$ cat src/qed_pkg.sv
package qed_pkg;
  // Register byte offsets
  localparam logic [7:0] CTRL_OFS = 8'h00;
  localparam logic [7:0] LINES_OFS = 8'h04;
  localparam logic [7:0] GEAR_OFS = 8'h08;
  localparam logic [7:0] POS_OFS = 8'h0C;
  localparam logic [7:0] ANGLE_OFS = 8'h10;
  localparam logic [7:0] STAT_OFS = 8'h14;
  localparam logic [7:0] CLR_OFS = 8'h18;
  localparam logic [7:0] IEN_OFS = 8'h1C;
  localparam logic [7:0] ERR_OFS = 8'h20;
  localparam logic [7:0] IDENT_OFS = 8'h24;
  // Control field positions
  localparam int ACT_BIT = 0;
  localparam int DIR_BIT = 1;
  localparam int IDX_BIT = 2;
  localparam int FEN_BIT = 3;
  localparam int FHI_BIT = 4;
  localparam int RST_BIT = 7;
  // Reset values
  localparam logic [7:0] CTRL_RST = 8'h05;
  localparam logic [15:0] LINES_RST = 16'h0400;
  localparam logic [7:0] GEAR_NUM_RST = 8'h01;
  localparam logic [7:0] GEAR_DEN_RST = 8'h01;
  // Status bits
  localparam int ST_IDX = 0;
  localparam int ST_FLT = 1;
  localparam int ST_ILL = 2;
  localparam int ST_IDN = 3;
  localparam int ST_W = 4;
  // Encoder error codes, 08-4 and 08-2
  localparam logic [7:0] ERR_SQUARE = 8'h84;
  localparam logic [7:0] ERR_SINE = 8'h82;
  typedef enum {STEP_NONE, STEP_UP, STEP_DOWN, STEP_BAD} qed_step_type;
  typedef enum {ID_IDLE, ID_WAIT, ID_MEAS, ID_DONE} qed_id_type;
endpackage

$ cat src/qed_sync.sv
`timescale 1ns/100ps
module qed_sync #(
  parameter int W = 4
) (
  input wire logic sys_clk_i,
  input wire logic reset_n_i,
  input wire logic [W-1:0] d_i,
  output logic [W-1:0] q_o
);
  logic [W-1:0] meta_r;

  // Two stages; first stage feeds only the second
  always_ff @(posedge sys_clk_i or negedge reset_n_i) begin
    if (!reset_n_i) begin
      meta_r <= '0;
      q_o <= '0;
    end else begin
      meta_r <= d_i;
      q_o <= meta_r;
    end
  end
endmodule

$ cat src/qed_top.sv
// Added by the designer: the address map and the Wishbone interface to the registers.
`timescale 1ns/100ps
// Overview of operation
// The encoder drives tracks A and B a quarter period apart.
// Every rising and falling edge of both tracks is one count.
// One revolution spans four counts per configured line.
// With line count zero and index on, a run measures it.
// The fault input has its own enable and active level.
// An active enabled fault input raises error code 08-4.
// A gear ratio scales counts to motor position, default 1:1.
// When inactive, no position, angle or valid is produced.
// A direction bit sets the count sense; the run learns it.
// Configuration waits until a restart before it applies.
// With index on, each index pulse zeroes the angle.
// Inputs are synchronised; a double change is a fault.
module qed_top (
  input wire logic sys_clk_i,
  input wire logic reset_n_i,
  input wire logic wb_cyc_i,
  input wire logic wb_stb_i,
  input wire logic wb_we_i,
  input wire logic [7:0] wb_adr_i,
  input wire logic [3:0] wb_sel_i,
  input wire logic [31:0] wb_dat_i,
  output logic [31:0] wb_dat_o,
  output logic wb_ack_o,
  input wire logic track_a_i,
  input wire logic track_b_i,
  input wire logic index_i,
  input wire logic encoder_fault_i,
  output logic irq_o,
  output logic [31:0] pos_o,
  output logic pos_valid_o
);
  logic [3:0] sync_w;
  logic a_s, b_s, idx_s, flt_s;
  logic [1:0] ab_prev_r;
  logic idx_prev_r;
  logic idx_rise;
  qed_pkg::qed_step_type step;
  // Pending and applied configuration
  logic [7:0] ctrl_r;
  logic [15:0] lines_r;
  logic [7:0] num_r, den_r;
  logic act_a, dir_a, idx_a, fen_a, fhi_a;
  logic [15:0] lines_a;
  logic [7:0] num_a, den_a;
  logic restart;
  // Counters
  logic [17:0] angle_r, cpr;
  logic [8:0] res_r, res_sum;
  logic [31:0] pos_r;
  logic signed [19:0] meas_r;
  qed_pkg::qed_id_type id_r;
  // Events and interrupts
  logic [qed_pkg::ST_W-1:0] stat_r, ien_r, ev, clr;
  logic flt_lvl;
  logic [7:0] err_r;
  logic wb_req, wb_wr;

  // Quadrature step decode from old and new track pair
  function automatic qed_pkg::qed_step_type dec(input logic [1:0] p,
                                                input logic [1:0] c);
    logic [1:0] x;
    x = p ^ c;
    if (x == 2'h0)
      return qed_pkg::STEP_NONE;
    else if (x == 2'h3)
      return qed_pkg::STEP_BAD;
    else if ((p[1] ^ c[0]) == 1'b0)
      return qed_pkg::STEP_UP;
    else
      return qed_pkg::STEP_DOWN;
  endfunction

  qed_sync #(.W(4)) u_sync (
    .sys_clk_i(sys_clk_i),
    .reset_n_i(reset_n_i),
    .d_i({track_a_i, track_b_i, index_i, encoder_fault_i}),
    .q_o(sync_w)
  );
  assign {a_s, b_s, idx_s, flt_s} = sync_w;

  // Previous samples for edge and step detection
  always_ff @(posedge sys_clk_i or negedge reset_n_i) begin
    if (!reset_n_i) begin
      ab_prev_r <= 2'h0;
      idx_prev_r <= 1'b0;
    end else begin
      ab_prev_r <= {a_s, b_s};
      idx_prev_r <= idx_s;
    end
  end

  // Tracks 90 degrees apart give single-bit changes only
  assign step = dec(ab_prev_r, {a_s, b_s});
  assign idx_rise = idx_s & ~idx_prev_r;

  assign wb_req = wb_cyc_i & wb_stb_i & ~wb_ack_o;
  assign wb_wr = wb_req & wb_we_i;
  assign restart = wb_wr && wb_adr_i == qed_pkg::CTRL_OFS &&
                   wb_sel_i[0] && wb_dat_i[qed_pkg::RST_BIT];

  // Pending configuration; software writes land here first
  always_ff @(posedge sys_clk_i or negedge reset_n_i) begin
    if (!reset_n_i) begin
      ctrl_r <= qed_pkg::CTRL_RST;
      lines_r <= qed_pkg::LINES_RST;
      num_r <= qed_pkg::GEAR_NUM_RST;
      den_r <= qed_pkg::GEAR_DEN_RST;
    end else if (wb_wr) begin
      case (wb_adr_i)
        qed_pkg::CTRL_OFS: begin
          if (wb_sel_i[0])
            ctrl_r <= {1'b0, wb_dat_i[6:0]};
        end
        qed_pkg::LINES_OFS: begin
          if (wb_sel_i[0])
            lines_r[7:0] <= wb_dat_i[7:0];
          if (wb_sel_i[1])
            lines_r[15:8] <= wb_dat_i[15:8];
        end
        qed_pkg::GEAR_OFS: begin
          if (wb_sel_i[0])
            num_r <= wb_dat_i[7:0];
          if (wb_sel_i[1])
            den_r <= wb_dat_i[15:8];
        end
        default: ;
      endcase
    end
  end

  // Applied configuration changes at reset or restart, and at the end of an identification run
  always_ff @(posedge sys_clk_i or negedge reset_n_i) begin
    if (!reset_n_i) begin
      act_a <= qed_pkg::CTRL_RST[qed_pkg::ACT_BIT];
      dir_a <= qed_pkg::CTRL_RST[qed_pkg::DIR_BIT];
      idx_a <= qed_pkg::CTRL_RST[qed_pkg::IDX_BIT];
      fen_a <= qed_pkg::CTRL_RST[qed_pkg::FEN_BIT];
      fhi_a <= qed_pkg::CTRL_RST[qed_pkg::FHI_BIT];
      lines_a <= qed_pkg::LINES_RST;
      num_a <= qed_pkg::GEAR_NUM_RST;
      den_a <= qed_pkg::GEAR_DEN_RST;
    end else if (restart) begin
      act_a <= ctrl_r[qed_pkg::ACT_BIT];
      dir_a <= ctrl_r[qed_pkg::DIR_BIT];
      idx_a <= ctrl_r[qed_pkg::IDX_BIT];
      fen_a <= ctrl_r[qed_pkg::FEN_BIT];
      fhi_a <= ctrl_r[qed_pkg::FHI_BIT];
      lines_a <= lines_r;
      num_a <= num_r;
      den_a <= den_r;
    end else if (id_r == qed_pkg::ID_MEAS && idx_rise) begin
      // Run stores periods per index and the count sense
      lines_a <= meas_r[19] ? 16'((-meas_r) >>> 2)
                            : 16'(meas_r >>> 2);
      dir_a <= meas_r[19];
    end
  end

  // Identification run; starts after a restart that applies line count zero with index on
  always_ff @(posedge sys_clk_i or negedge reset_n_i) begin
    if (!reset_n_i) begin
      id_r <= qed_pkg::ID_IDLE;
      meas_r <= '0;
    end else if (restart) begin
      id_r <= qed_pkg::ID_IDLE;
      meas_r <= '0;
    end else begin
      case (id_r)
        qed_pkg::ID_IDLE: begin
          if (act_a && idx_a && lines_a == 16'h0000)
            id_r <= qed_pkg::ID_WAIT;
        end
        qed_pkg::ID_WAIT: begin
          meas_r <= '0;
          if (idx_rise)
            id_r <= qed_pkg::ID_MEAS;
        end
        qed_pkg::ID_MEAS: begin
          // Raw count, before the direction bit
          if (idx_rise)
            id_r <= qed_pkg::ID_DONE;
          else if (step == qed_pkg::STEP_UP)
            meas_r <= meas_r + 20'sh00001;
          else if (step == qed_pkg::STEP_DOWN)
            meas_r <= meas_r - 20'sh00001;
        end
        qed_pkg::ID_DONE: ;
        default: id_r <= qed_pkg::ID_IDLE;
      endcase
    end
  end

  // Four counts per line make one revolution
  assign cpr = {lines_a, 2'b00};
  assign res_sum = res_r + {1'b0, num_a};

  // Angle within a revolution and geared motor position
  always_ff @(posedge sys_clk_i or negedge reset_n_i) begin
    if (!reset_n_i) begin
      angle_r <= '0;
      pos_r <= '0;
      res_r <= '0;
    end else if (restart || !act_a) begin
      angle_r <= '0;
      pos_r <= '0;
      res_r <= '0;
    end else if (idx_a && idx_rise) begin
      angle_r <= '0;
    end else if (step == qed_pkg::STEP_UP ||
                 step == qed_pkg::STEP_DOWN) begin
      if ((step == qed_pkg::STEP_UP) != dir_a) begin
        if (lines_a != 16'h0000 && angle_r == cpr - 18'h00001)
          angle_r <= '0;
        else
          angle_r <= angle_r + 18'h00001;
      end else begin
        if (lines_a != 16'h0000 && angle_r == 18'h00000)
          angle_r <= cpr - 18'h00001;
        else
          angle_r <= angle_r - 18'h00001;
      end
      // Fractional gear, one motor step at most per count
      if (res_sum >= {1'b0, den_a}) begin
        res_r <= res_sum - {1'b0, den_a};
        if ((step == qed_pkg::STEP_UP) != dir_a)
          pos_r <= pos_r + 32'h00000001;
        else
          pos_r <= pos_r - 32'h00000001;
      end else begin
        res_r <= res_sum;
      end
    end
  end

  // Fault level, enable and polarity applied
  assign flt_lvl = act_a & fen_a & (flt_s == fhi_a);

  // Error code register holds the last raised code
  always_ff @(posedge sys_clk_i or negedge reset_n_i) begin
    if (!reset_n_i)
      err_r <= 8'h00;
    else if (flt_lvl)
      err_r <= qed_pkg::ERR_SQUARE;
  end

  // Event sources for the sticky status bits
  always_comb begin
    ev = '0;
    ev[qed_pkg::ST_IDX] = act_a & idx_a & idx_rise;
    ev[qed_pkg::ST_FLT] = flt_lvl;
    ev[qed_pkg::ST_ILL] = act_a & (step == qed_pkg::STEP_BAD);
    ev[qed_pkg::ST_IDN] = (id_r == qed_pkg::ID_MEAS) & idx_rise;
  end
  assign clr = (wb_wr && wb_adr_i == qed_pkg::CLR_OFS && wb_sel_i[0]) ?
               wb_dat_i[qed_pkg::ST_W-1:0] : '0;

  // Sticky status; a new event beats a clear in the same cycle
  always_ff @(posedge sys_clk_i or negedge reset_n_i) begin
    if (!reset_n_i)
      stat_r <= '0;
    else
      stat_r <= (stat_r & ~clr) | ev;
  end

  // Interrupt enable register
  always_ff @(posedge sys_clk_i or negedge reset_n_i) begin
    if (!reset_n_i)
      ien_r <= '0;
    else if (wb_wr && wb_adr_i == qed_pkg::IEN_OFS && wb_sel_i[0])
      ien_r <= wb_dat_i[qed_pkg::ST_W-1:0];
  end

  // Registered outputs; valid only while active
  always_ff @(posedge sys_clk_i or negedge reset_n_i) begin
    if (!reset_n_i) begin
      irq_o <= 1'b0;
      pos_o <= '0;
      pos_valid_o <= 1'b0;
    end else begin
      irq_o <= |(stat_r & ien_r);
      pos_o <= pos_r;
      pos_valid_o <= act_a;
    end
  end

  // Bus slave: ack one cycle after the request, one cycle long
  always_ff @(posedge sys_clk_i or negedge reset_n_i) begin
    if (!reset_n_i) begin
      wb_ack_o <= 1'b0;
      wb_dat_o <= '0;
    end else begin
      wb_ack_o <= wb_req;
      wb_dat_o <= '0; // Unmapped reads return zero
      if (wb_req && !wb_we_i) begin
        case (wb_adr_i)
          qed_pkg::CTRL_OFS: wb_dat_o <= {24'h000000, ctrl_r};
          qed_pkg::LINES_OFS: wb_dat_o <= {16'h0000, lines_r};
          qed_pkg::GEAR_OFS: wb_dat_o <= {16'h0000, den_r, num_r};
          qed_pkg::POS_OFS: wb_dat_o <= pos_r;
          qed_pkg::ANGLE_OFS: wb_dat_o <= {14'h0000, angle_r};
          qed_pkg::STAT_OFS: wb_dat_o <= 32'(stat_r);
          qed_pkg::IEN_OFS: wb_dat_o <= 32'(ien_r);
          qed_pkg::ERR_OFS: wb_dat_o <= {24'h000000, err_r};
          qed_pkg::IDENT_OFS: wb_dat_o <= {15'h0000, dir_a, lines_a};
          default: wb_dat_o <= '0;
        endcase
      end
    end
  end
endmodule

$ cat config.mk
export PLATFORM = sky130hd
export DESIGN_NAME = qed_top
export DESIGN_NICKNAME = d
export VERILOG_FILES = /design/src/qed_pkg.sv /design/src/qed_sync.sv /design/src/qed_top.sv
export SDC_FILE = /design/constraint.sdc
export NUM_CORES = 1
export LEC_CHECK = 0
export ABC_AREA = 1
export BUFFER_PORTS_ARGS = -buffer_cell sky130_fd_sc_hd__buf_2
export CAP_MARGIN = 20
export CORE_UTILIZATION = 40
export DETAILED_ROUTE_END_ITERATION = 10
export GPL_TIMING_DRIVEN = 0
export RECOVER_POWER = 50
export SLEW_MARGIN = 10
export SYNTH_ARGS = -nofsm -noshare
export SYNTH_HDL_FRONTEND = slang
export SYNTH_HIERARCHICAL = 1
export SYNTH_SLANG_ARGS = --single-unit
$ cat constraint.sdc
create_clock -name sys_clk_i -period 3.8 [get_ports sys_clk_i]
set_input_delay 0.76 -clock sys_clk_i [delete_from_list [all_inputs] [get_ports sys_clk_i]]
set_output_delay 0.76 -clock sys_clk_i [all_outputs]
set_load 0.05 [all_outputs]
======== After elaboration in Yosys (flattened, before gate mapping) ========
Index checks and enable logic that the tools add are counted.
storage, ports and cells
  register bits after elaboration ......... 274
  bits of input ports ..................... 53
  output and inout port bits .............. 67
  word-level logic and storage cells ...... 161
operators by class
  add/subtract/negate cells ............... 10
  magnitude comparators ................... 1
  equality and inequality tests ........... 27
  muxes and demuxes ....................... 36
  bitwise gates (word level) .............. 18
  reduce and logical (&&, ||, !) cells .... 39
operators by type and width
  cell                   count
  $mux 32                10
  $pmux 32 s9            1
  $pmux 32 s4            1
  $mux 18                6
  $eq 32x2->1 const B    3
  $eq 32x3->1 const B    3
  $mux 20                4
  $mux 16                3
  $pmux 20 s2            1
  $mux 9                 4
  $sub 18x1->18 const B  2
  $add 32x1->32 const B  1
  $eq 32x1->1 const B    1
  $eq 8x5->1 const B     4
  $logic_not 32->1       1
  $sub 32x1->32 const B  1
  $reduce_and 3->1       7
  $add 20x2->20 const B  1
  $sub 20x2->20 const B  1
  $add 18x1->18 const B  1
  $eq 18x18->1           1
  $logic_not 18->1       1
  $neg 18->18            1
  $eq 8x4->1 const B     2
  33 further kinds       70

======== Depth between registers and ports, before layout ========
Gate-level depths: netlist of the first run.
  depth after elaboration ................. 11
  gate-level depth with buffers ........... 24
  gate-level depth less buffers ........... 23

======== Cells and area by module ========
Netlist of the first run, hierarchy kept.
by module, submodules not included
  module    instances  cells each  area each (um2)  seq. area each (um2)
  qed_top   1          2,056       15,098.2         5,918.2
  qed_sync  1          8           200.2            200.2

======== Least setup slack after synthesis of the first run ========
Ideal clock, no wire load.
  kind .................................... reg-to-reg
  start ................................... register num_a[0]
  end ..................................... register pos_r[10]
  setup time .............................. 0.131 ns
  data arrival time ....................... 3.293 ns
  required time ........................... 3.669 ns
  setup slack ............................. 0.377 ns
  stages on the path, launching flop included .. 18
  path buffers ............................ 1
  clock period less this slack ............ 3.423 ns
  path through ............................ dfstp_2 -> ha_1 -> inv_1 -> fa_1 -> o21ai_1 -> a21oi_1 -> o21ai_0 -> xor2_1 -> inv_1 -> ha_1 -> inv_1 -> o311ai_0 -> nand2_1 -> nand3_2 -> nand2_2 -> nand2_2 -> buf_6 -> o21ai_0
on the way
  word-level cells in the longest chain between the ends .. 4
ends and longest elaborated chain
  what                         RTL line        RTL
  start, declared              qed_top.sv:47   logic [7:0] num_a, den_a;
  start signal, assigned       qed_top.sv:143  num_a <= qed_pkg::GEAR_NUM_RST;
  start signal, assigned       qed_top.sv:152  num_a <= num_r;
  $add 9x8->9                  qed_top.sv:198  assign res_sum = res_r + {1'b0, num_a};
  $ge 9x8->1                   qed_top.sv:226  if (res_sum >= {1'b0, den_a}) begin
  $reduce_bool 2->1 (no line)  --
  $reduce_and 3->1 (no line)   --
  end signal, assigned         qed_top.sv:229  pos_r <= pos_r + 32'h00000001;
  end signal, assigned         qed_top.sv:231  pos_r <= pos_r - 32'h00000001;
  end, declared                qed_top.sv:52   logic [31:0] pos_r;
No other way between the ends.
A chain may end at the register's enable or synchronous reset.

======== Worst setup path in the final report of the first run ========
  start ................................... register num_a[0]
  end ..................................... register pos_r[21]
Same word-level chain as after synthesis.

==> results of run 1 <==
flip-flops by register name (all words and copies together) (netlist names), 4 cells and up:
register	flops
u_sync/q_o	4
u_sync/meta_r	4
den_a	8
angle_r	18
pos_o	32
wb_dat_o	32
stat_r	4
num_a	8
meas_r	20
lines_r	16
ctrl_r	7
den_r	8
num_r	8
lines_a	16
res_r	9
pos_r	32
ien_r	4
repair_timing:
action / CTS / global route
setup endpoints to repair: 48 / 38
buffers inserted: 2 / 6
resized for setup: 18 / 11
pin swaps: 0 / 2
final cells by class:
class	count	area, µm²
buffer	58	329.1
clock buffer	40	785.8
clock inverter	12	138.9
fill	3876	20070
inverter	275	1042
multi-input combinational	1487	7910
sequential	244	6118
tap	511	639.4
timing repair buffer	111	628.1
synthesized netlist by cell type, types with 10 or more instances:
| master | count | area (µm²) |
|---|---|---|
| buf_2 | 20 | 100.1 |
| nand4_1 | 24 | 150.1 |
| o21ai_0 | 157 | 785.8 |
| xor2_1 | 58 | 508.0 |
| nand2_1 | 541 | 2031 |
| nand3_1 | 178 | 890.9 |
| nor2_1 | 159 | 596.8 |
| a221oi_1 | 10 | 87.58 |
| a41oi_1 | 19 | 166.4 |
| ha_1 | 47 | 588.1 |
| dfstp_2 | 10 | 262.8 |
| nor3_1 | 36 | 180.2 |
| clkbuf_1 | 27 | 101.4 |
| o22ai_1 | 38 | 237.7 |
| inv_1 | 263 | 987.2 |
| a21oi_1 | 76 | 380.4 |
| xnor2_1 | 16 | 140.1 |
| dfrtp_1 | 234 | 5856 |
| xor2_2 | 11 | 178.9 |
worst max-delay path by stage:
stage | slack, ns | depth (start not counted) | start | end
final | 0.18 | 20 | num_a[0]$_DFFE_PN1P_ | pos_r[21]$_DFFE_PN0P_
after floorplan | 0.38 | 17 | num_a[0]$_DFFE_PN1P_ | pos_r[10]$_DFFE_PN0P_
after CTS | 0.02 | 20 | num_a[0]$_DFFE_PN1P_ | pos_r[21]$_DFFE_PN0P_
after global routing | -0.01 | 19 | num_a[0]$_DFFE_PN1P_ | pos_r[7]$_DFFE_PN0P_
after global placement | -2.38 | 1 | reset_n_i | angle_r[11]$_DFFE_PN0P_
after detailed placement | -1.05 | 20 | u_sync/q_o[2]$_DFF_PN0_ | pos_r[31]$_DFFE_PN0P_
power groups by stage:
stage	combinational, mW	sequential, mW	clock, mW
after floorplan	3.00	2.93	0
after global placement	3.98	3.01	0
after detailed placement	4.02	3.01	0
after CTS	4.06	2.96	2.78
after global routing	4.63	2.99	2.88
final	4.11	2.97	2.72
metrics by stage:
step	worst slack, ns	hold slack, ns	utilization	cell area [µm²]	instances
floorplan	0.3765	0.3312	-	15300	2064
global placement	-2.384	0.3339	0.4366	16440	2676
detailed placement	-1.047	0.3347	0.4383	16510	2678
CTS	0.02147	0.1297	0.4647	17500	2732
global route	-0.01095	0.2717	0.4670	17590	2738
finish	0.1818	0.2896	0.4670	17590	2738
layer usage:
layer  track usage  share of wire
met5             0              0
met4       0.09302          0.033
met3       0.02868          0.058
met2        0.4258           0.46
met1        0.3600           0.45
logic make-up after synthesis:
kind of cell,after synthesis,synth area share
AO/OA/AOI/OAI,367,0.1412
XOR/XNOR,85,0.05406
adder cells (fa/ha/maj),50,0.04237
buffers and inverters,333,0.08759
flip-flops,244,0.3999
AND/OR/NAND/NOR,985,0.2749
==> results.txt, run 1 <==
Final Max Tran Viols: 61
Clock Sink Count: 244
total iterations of the first detailed-routing run: 5
Endpoint, Worst Hold: u_sync/meta_r[2]$_DFF_PN0_
run status: finished with violations
worst min-delay path startpoint: track_b_i
number of hold-repair buffers added at the cts stage: 0
Clock Path Buffers: 3
nature of the critical path endpoint: flop
count of input and output buffers: 101
root buffer selected by CTS: clkbuf_16
routed via count: 14602
transition at the pin with the smallest max-transition slack: 2.973 ns
Avg WL per Cell: 18.36 µm
clock slew at the register clock pins of the worst setup and hold paths: 0.06 ns
critical path startpoint category: flop
number of DRC markers after the initial detailed-route iteration: 1378
internal power: 5.663 mW
Die Height: 197.6 µm
chain of cells forming the critical path: ha_1, inv_1, fa_1, o21ai_2, a21oi_1, o21ai_1, xor2_1, inv_1, ha_1, inv_1, nor3_2, nand2_1, o311ai_1, nand2_1, nand3_4, nand2_4, inv_6, buf_6, nand3_2, nand2_1
Power Dens Cells: 557.3 mW/mm²
remaining global-route overflow: 0
GRT Overall Usage: 0.2619
Total Power: 9.805 mW
Worst path slowest cell: dfstp_2
number of antenna diodes: 0
number of stages on the worst hold path: 1
top cell family by delay on the critical path: simple AND/OR/NAND/NOR gates
period utilization: 0.9521
Critical Path Max Stage Delay: 0.53 ns
Worst R2R Path Depth: 20
Layout Skew: 0.01959 ns
Final GP Congestion: 0.9624
Top-Level Pins: 120
leakage power: 8.842 nW
Arr. time, crit path: 4.13 ns
total number of yosys warnings: 6
Clock power frac: 0.278
count of final setup violators: 0
placeable core region: 0.03767 mm²
Peak supply drop: 0.2885 mV
synthesized net count: 2167
pin count of the biggest net entering global routing: 106
clock buffer count from CTS: 28
Reg power frac: 0.303
share of synthesized area occupied by flip-flops and latches: 0.3999
Unique masters post-synth: 54
fin crit period: 3.618 ns
wire length of the first global-routing pass: 79.01 mm
max-cap check violation count: 1
FF-to-FF setup slack: 0.18 ns
number of H-tree levels: 1
Total Neg Setup Slack: 0 ns
hpwl dp: 39.32 mm
syn_area_per_cell: 7.412 µm²
register bit count reported by yosys: 244
number of antenna violations at the first check in global routing: 0
Min-Delay Path Class: input port to flop
area growth from synthesis to final layout: 14.99%
vias in the first global route: 13986
fraction of power spent switching nets: 0.4225
via/cell ratio: 5.333
share of cells above drive strength 1: 0.1096
Switch Pwr: 4.142 mW
Final Net Count: 2308
clock insertion delay at the later pin of the skew report: 0.58 ns
highest-count cells in the layout ignoring fill and taps: nand2_1 (540), inv_1 (262), dfrtp_1 (234), nand3_1 (177), nor2_1 (159)
Crit Path Category: flop to flop
Cell Area, Synth: 0.01530 mm²
failing checks: capacitance limit, slew limit
Critical path buffers and inverters: 5
slew margin rel.: -0.9820
primary flip-flop cell chosen by synthesis mapping: dfrtp_1
drc violations: 0
CP Data Required Time: 4.31 ns
wire length reported by the detailed router: 50.28 mm
clock tree from TritonCTS: built
Die W: 197.6 µm
Antenna Nets Post-Route: 0
EDFF count, synth: 0
initial standard-cell utilization of the core: 0.4062
crit-path max FO: 10
part of the power in combinational logic: 0.419
number of endpoints with negative hold slack in the final report: 0
Post-synth ARST share: 1.000
die area: 0.03903 mm²
cell count after synthesis: 2064
number of placement rows: 71
achievable clock frequency: 0.2764 GHz
worst reg2reg startpoint: num_a[0]$_DFFE_PN1P_
worst flop-to-flop path endpoint: pos_r[21]$_DFFE_PN0P_
most common library cell in the layout ignoring fill and taps: nand2_1
Note: power is estimated with default switching activity, not from simulation.
==> run 2: changes to the inputs <==
CORE_UTILIZATION = 49   (was 40)
PLACE_DENSITY = 0.67   (was not set)
clock period = 4.5 ns   (was 3.8 ns; I/O delays follow)
==> run 2 against run 1 <==
- the run still ends with capacitance limit, slew limit left
- non-clock buffer count shrank 9
- core utilization grew 9.6 points
- clock power shrank 16%
- global-route usage grew 5.6 points
- count of clock-buffer cells in the layout shrank 1
- fmax shrank 16%
- worst setup slack lost 0.015 ns
- register-to-register slack is essentially flat
- largest cell class unchanged
- first-iteration DRC count shrank 1.8%
- design area shrank 1.9%
- cell count shrank 4.6%
==> results.txt, run 2 (synthesized netlist as in run 1, its figures left out) <==
number of stages on the worst hold path: 0 (-1)
Peak supply drop: 0.3472 mV (+20%)
critical path startpoint category: flop
part of the power in combinational logic: 0.417 (-0.002)
slew margin rel.: -0.3409 (+0.6410)
leakage power: 8.768 nW (-0.84%)
clock tree from TritonCTS: built
number of DRC markers after the initial detailed-route iteration: 1353 (-1.8%)
vias in the first global route: 13960 (-0.19%)
Avg WL per Cell: 19.07 µm (+3.8%)
count of input and output buffers: 101 (unchanged)
Layout Utilization: 0.5626 (+0.09553)
number of H-tree levels: 1 (unchanged)
number of placement rows: 64 (-9.9%)
Worst R2R Path Depth: 19 (-5.0%)
most common library cell in the layout ignoring fill and taps: nand2_1
period utilization: 0.9629 (+0.01072)
placeable core region: 0.03067 mm² (-19%)
Final Max Tran Viols: 84 (+38%)
Clock Sink Count: 244 (unchanged)
wire length of the first global-routing pass: 77.80 mm (-1.5%)
Endpoint, Worst Hold: u_sync/q_o[3]$_DFF_PN0_
Switch Pwr: 3.468 mW (-16%)
Arr. time, crit path: 4.77 ns (+0.64 ns)
transition at the pin with the smallest max-transition slack: 2.011 ns (-0.9615 ns)
Clock power frac: 0.278 (about the same)
clock insertion delay at the later pin of the skew report: 0.56 ns (-0.02 ns)
FF-to-FF setup slack: 0.17 ns (about the same)
achievable clock frequency: 0.2308 GHz (-16%)
internal power: 4.770 mW (-16%)
root buffer selected by CTS: clkbuf_16
fin crit period: 4.333 ns (+0.7148 ns)
max-cap check violation count: 1 (unchanged)
Post-CTS Setup Inserts: 0 (-2)
Min-Delay Path Class: flop to flop
Layout Skew: 0.01655 ns (-0.003049 ns)
Clock Path Buffers: 3 (unchanged)
Die Height: 178.7 µm (-9.6%)
wire length reported by the detailed router: 49.83 mm (-0.90%)
pin count of the biggest net entering global routing: 93 (-12%)
number of antenna diodes: 0 (unchanged)
largest registers: pos_o x32, pos_r x32, wb_dat_o x32
Crit Path Category: flop to flop
crit-path max FO: 23 (+13)
clock buffer count from CTS: 28 (unchanged)
clock slew at the register clock pins of the worst setup and hold paths: 0.06 ns (about the same)
total iterations of the first detailed-routing run: 7 (+2)
number of hold-repair buffers added at the cts stage: 0 (unchanged)
run status: finished with violations
routed via count: 14704 (+0.70%)
area growth from synthesis to final layout: 12.78%
Antenna Nets Post-Route: 0 (unchanged)
worst flop-to-flop path endpoint: pos_r[31]$_DFFE_PN0P_
worst min-delay path startpoint: u_sync/meta_r[3]$_DFF_PN0_
fraction of power spent switching nets: 0.4210 (-0.001494)
Total Neg Setup Slack: 0 ns (unchanged)
hpwl dp: 39.01 mm (-0.77%)
Reg power frac: 0.305 (+0.002)
Power Dens Cells: 477.5 mW/mm² (-14%)
CP Data Required Time: 4.93 ns (+0.62 ns)
GRT Overall Usage: 0.3178 (+0.05595)
nature of the critical path endpoint: flop
Final GP Congestion: 0.9888 (+2.7%)
# fillers: 2974 (-23%)
number of antenna violations at the first check in global routing: 0 (unchanged)
drc violations: 0 (unchanged)
CTS resizes: 0 (-18)
share of cells above drive strength 1: 0.1042 (-0.005370)
count of final setup violators: 0 (unchanged)
Die W: 178.7 µm (-9.6%)
Final Net Count: 2299 (-0.39%)
die area: 0.03193 mm² (-18%)
worst reg2reg startpoint: u_sync/q_o[2]$_DFF_PN0_
failing checks: capacitance limit, slew limit
initial standard-cell utilization of the core: 0.4988 (+0.09266)
highest-count cells in the layout ignoring fill and taps: nand2_1 (541), inv_1 (263), dfrtp_1 (234), nand3_1 (178), nor2_1 (159)
number of endpoints with negative hold slack in the final report: 0 (unchanged)
via/cell ratio: 5.627 (+5.5%)
remaining global-route overflow: 0 (unchanged)
Top-Level Pins: 120 (unchanged)
unrepaired setup endpoints after global routing: no
==> run 2: cell count changes in the layout (fill, tap and decap cells not counted), moves of 2 or more <==
| cell | before | now |
|---|---|---|
| a21oi_1 | 74 | 76 |
| buf_16 | 2 | 0 |
| buf_2 | 116 | 120 |
| buf_4 | 11 | 0 |
| clkbuf_1 | 35 | 30 |
| clkbuf_8 | 4 | 7 |
| clkinv_2 | 3 | 5 |
| clkinv_4 | 1 | 3 |
| inv_6 | 3 | 0 |
| nand2_2 | 7 | 9 |
| nand2_4 | 4 | 1 |
| o21ai_2 | 2 | 0 |
==> run 2: through the flow <==
step	hold WS, ns	setup slack [ns]	instances	total power [mW]	cell area (µm²)
final	0.3515	0.1671	2613	8.238	17250
after global routing	0.3617	0.002020	2613	8.812	17250
after CTS	0.3323	0.07796	2613	8.237	17300
after detailed placement	0.3405	-0.3405	2563	5.930	16360
after global placement	0.3357	-1.770	2561	5.880	16300
after floorplan	0.3312	1.077	2064	5.012	15300
==> run 2: how the worst max path moves through the flow <==
stage / depth (start not counted) / to / start / slack, ns
CTS: 19 / pos_r[31]$_DFFE_PN0P_ / u_sync/q_o[3]$_DFF_PN0_ / 0.08
global route: 19 / pos_r[31]$_DFFE_PN0P_ / u_sync/q_o[3]$_DFF_PN0_ / 0.002
detailed placement: 20 / pos_r[31]$_DFFE_PN0P_ / u_sync/q_o[2]$_DFF_PN0_ / -0.34
floorplan: 17 / pos_r[10]$_DFFE_PN0P_ / num_a[0]$_DFFE_PN1P_ / 1.08
global placement: 1 / angle_r[11]$_DFFE_PN0P_ / reset_n_i / -1.77
finish: 19 / pos_r[31]$_DFFE_PN0P_ / u_sync/q_o[2]$_DFF_PN0_ / 0.17
==> run 2: power groups by stage <==
| stage | logic [mW] | registers (mW) | clock network (mW) |
|---|---|---|---|
| after detailed placement | 3.38 | 2.55 | 0 |
| after CTS | 3.40 | 2.51 | 2.33 |
| after global placement | 3.34 | 2.54 | 0 |
| final | 3.44 | 2.51 | 2.29 |
| after floorplan | 2.54 | 2.48 | 0 |
| after global routing | 3.86 | 2.53 | 2.42 |
==> run 2: per-layer routing <==
layer	global-route usage	wire length, µm	up-vias
li1	-	-	7068
met1	0.4364	22090	7050
met2	0.5294	23260	514
met3	0.03435	3015	72
met4	0.09040	1463	0
met5	0	0	-
==> run 2: critical path, cell delays in order, from the launching register on <==
cell and delay (ns):
dfrtp_1 0.40, xnor2_1 0.20, nor2_1 0.07, inv_1 0.16, a21oi_1 0.16, ha_1 0.42
inv_4 0.33, nand2_1 0.09, nand2_1 0.35, buf_2 0.52, buf_2 0.36, ha_1 0.32
inv_1 0.11, o21bai_1 0.09, a31oi_1 0.15, nand2_1 0.07, a21oi_1 0.15, nand3_1 0.10
nand3_1 0.08, nand2_1 0.05
==> run 2: cell type report <==
cell class	instances	area, µm²	area share
multi-input cells	1487	7840	0.4544
repair buffers	103	524.3	0.03038
inverters	275	1035	0.05997
clock inverters	12	103.9	0.006019
clock buffers	39	833.3	0.04830
plain buffers	57	304.0	0.01762
flip-flops and latches	244	6118	0.3546
well taps	396	495.5	0.02872
==> run 3: changes to the inputs <==
clock period = 4.3 ns   (was 4.5 ns; I/O delays follow)
==> run 3 against run 2 <==
- the flow still finishes with violations (capacitance limit, slew limit)
- non-clock buffer count increased by 3
- count of clock-buffer cells in the layout unchanged
- routed wire length about the same
- fmax increased by 6.1%
- sequential cell count unchanged
- total power increased by 4.9%
- die area unchanged
- sequential power increased by 5%
- first-iteration DRC count decreased by 7.5%
- global-route usage about the same
- hold slack about the same
- worst setup slack improved by 0.049 ns
==> results.txt, run 3 (synthesized netlist as in run 1, its figures left out) <==
Worst path slowest cell: clkbuf_4
Final Max Tran Viols: 84 (unchanged)
transition at the pin with the smallest max-transition slack: 2.007 ns (-0.004513 ns)
pin count of the biggest net entering global routing: 93 (unchanged)
slew margin rel.: -0.3379 (+0.003009)
run status: finished with violations
Peak supply drop: 0.3629 mV (+4.5%)
wire length of the first global-routing pass: 77.81 mm (about the same)
number of placement rows: 64 (unchanged)
Top-Level Pins: 120 (unchanged)
clock buffer count from CTS: 28 (unchanged)
number of DRC markers after the initial detailed-route iteration: 1251 (-7.5%)
worst min-delay path startpoint: u_sync/meta_r[3]$_DFF_PN0_
initial standard-cell utilization of the core: 0.4988 (unchanged)
CP Data Required Time: 4.74 ns (-0.19 ns)
Die W: 178.7 µm (unchanged)
wire length reported by the detailed router: 49.79 mm (about the same)
die area: 0.03193 mm² (unchanged)
achievable clock frequency: 0.2449 GHz (+6.1%)
placement-stage cell area: 0.01636 mm² (unchanged)
via/cell ratio: 5.617 (-0.18%)
Clock Sink Count: 244 (unchanged)
top cell family by delay on the critical path: buffers and inverters
clock slew at the register clock pins of the worst setup and hold paths: 0.06 ns (about the same)
root buffer selected by CTS: clkbuf_16
FF-to-FF setup slack: 0.22 ns (+0.05 ns)
hpwl dp: 39.01 mm (unchanged)
chain of cells forming the critical path: xnor2_1, nor2_1, inv_1, a21oi_1, ha_2, buf_4, nand2_1, nand2_1, clkbuf_4, buf_2, ha_1, inv_1, o21bai_1, a31oi_1, nand2_1, a21oi_1, nand3_1, nand3_1, nand2_1
number of endpoints with negative hold slack in the final report: 0 (unchanged)
unrepaired setup endpoints after global routing: no
count of final setup violators: 0 (unchanged)
Critical Path Max Stage Delay: 0.44 ns (-0.08 ns)
GRT Overall Usage: 0.3179 (about the same)
Final GP Congestion: 0.9888 (unchanged)
Antenna Nets Post-Route: 0 (unchanged)
Arr. time, crit path: 4.52 ns (-0.25 ns)
clock insertion delay at the later pin of the skew report: 0.56 ns (about the same)
routed via count: 14695 (-0.061%)
number of antenna diodes: 0 (unchanged)
worst reg2reg startpoint: ab_prev_r[1]$_DFF_PN0_
most common library cell in the layout ignoring fill and taps: nand2_1
remaining global-route overflow: 0 (unchanged)
Die Height: 178.7 µm (unchanged)
Endpoint, Worst Hold: u_sync/q_o[3]$_DFF_PN0_
number of stages on the worst hold path: 0 (unchanged)
fin area: 0.01731 mm² (+0.32%)
cell repeated most along the worst path: nand2_1
clock tree from TritonCTS: built
failing checks: capacitance limit, slew limit
fin crit period: 4.084 ns (-0.2491 ns)
share of cells above drive strength 1: 0.1054 (+0.001211)
leakage power: 8.791 nW (+0.26%)
number of H-tree levels: 1 (unchanged)
Crit Path Category: flop to flop
Worst R2R Path Depth: 19 (unchanged)
Final Net Count: 2302 (+0.13%)
highest-count cells in the layout ignoring fill and taps: nand2_1 (541), inv_1 (264), dfrtp_1 (234), nand3_1 (178), nor2_1 (160)
largest registers: pos_o x32, pos_r x32, wb_dat_o x32
max-cap check violation count: 1 (unchanged)
Layout Skew: 0.01628 ns (-0.0002607 ns)
Critical path buffers and inverters: 5 (unchanged)
placeable core region: 0.03067 mm² (unchanged)
number of antenna violations at the first check in global routing: 0 (unchanged)
Layout Utilization: 0.5644 (+0.001795)
count of input and output buffers: 101 (unchanged)
area growth from synthesis to final layout: 13.14%
Clock Path Buffers: 3 (unchanged)
crit path launch: ab_prev_r[1]$_DFF_PN0_
drc violations: 0 (unchanged)
worst flop-to-flop path endpoint: pos_r[31]$_DFFE_PN0P_
nature of the critical path endpoint: flop
Avg WL per Cell: 19.03 µm (-0.20%)
crit-path max FO: 19 (-17%)
critical path startpoint category: flop
Min-Delay Path Class: flop to flop
period utilization: 0.9497 (-0.01315)
Power Dens Cells: 499.2 mW/mm² (+4.5%)
total iterations of the first detailed-routing run: 6 (-1)
vias in the first global route: 13958 (-0.014%)
run 3: cell type report:
| class | count | area (µm²) |
|---|---|---|
| Multi-Input combinational cell | 1487 | 7849 |
| Timing Repair Buffer | 106 | 563.0 |
| Clock buffer | 39 | 833.3 |
| Tap cell | 396 | 495.5 |
| Buffer | 57 | 311.5 |
| Inverter | 275 | 1035 |
| Sequential cell | 244 | 6118 |
| Clock inverter | 12 | 103.9 |
| Fill cell | 2968 | 13360 |
run 3: layer usage:
layer	track usage	part of all wire	vias up
met2	0.5296	0.47	526
met4	0.09040	0.029	0
met1	0.4364	0.44	7019
met3	0.03435	0.065	75
met5	0	0	-
li1	-	-	7075
run 3: worst max-delay path by stage:
| stage | to | slack, ns | cells past startpoint |
|---|---|---|---|
| final | pos_r[31]$_DFFE_PN0P_ | 0.22 | 19 |
| after detailed placement | pos_r[31]$_DFFE_PN0P_ | -0.54 | 20 |
| after floorplan | pos_r[10]$_DFFE_PN0P_ | 0.88 | 17 |
| after CTS | pos_r[31]$_DFFE_PN0P_ | 0.02 | 19 |
| after global placement | angle_r[11]$_DFFE_PN0P_ | -1.93 | 1 |
| after global routing | pos_r[31]$_DFFE_PN0P_ | 0.07 | 19 |
run 3: metrics by stage:
| step | instances | setup TNS [ns] | hold WS [ns] | setup slack (ns) | total power, mW |
|---|---|---|---|---|---|
| 6_report | 2616 | 0 | 0.3515 | 0.2162 | 8.640 |
| 5_1_grt | 2616 | 0 | 0.3617 | 0.06687 | 9.233 |
| 4_1_cts | 2613 | 0 | 0.2923 | 0.02275 | 8.622 |
| 3_5_place_dp | 2563 | -0.6444 | 0.3405 | -0.5405 | 6.206 |
| 3_3_place_gp | 2561 | -449.52 | 0.3357 | -1.930 | 6.153 |
| 2_1_floorplan | 2064 | 0 | 0.3312 | 0.8765 | 5.245 |
run 3: timing repair:
action / CTS / global route
resized for setup: 1 / 7
cloned: 0 / 0
hold buffers: 0 / 0
endpoints found under the setup margin: 2 / 28
buffers inserted: 0 / 3
run 3: power breakdown:
part	switching (mW)	internal (mW)
logic	2.45	1.15
clock network	0.995	1.41
registers	0.192	2.44
total	3.64	5.00
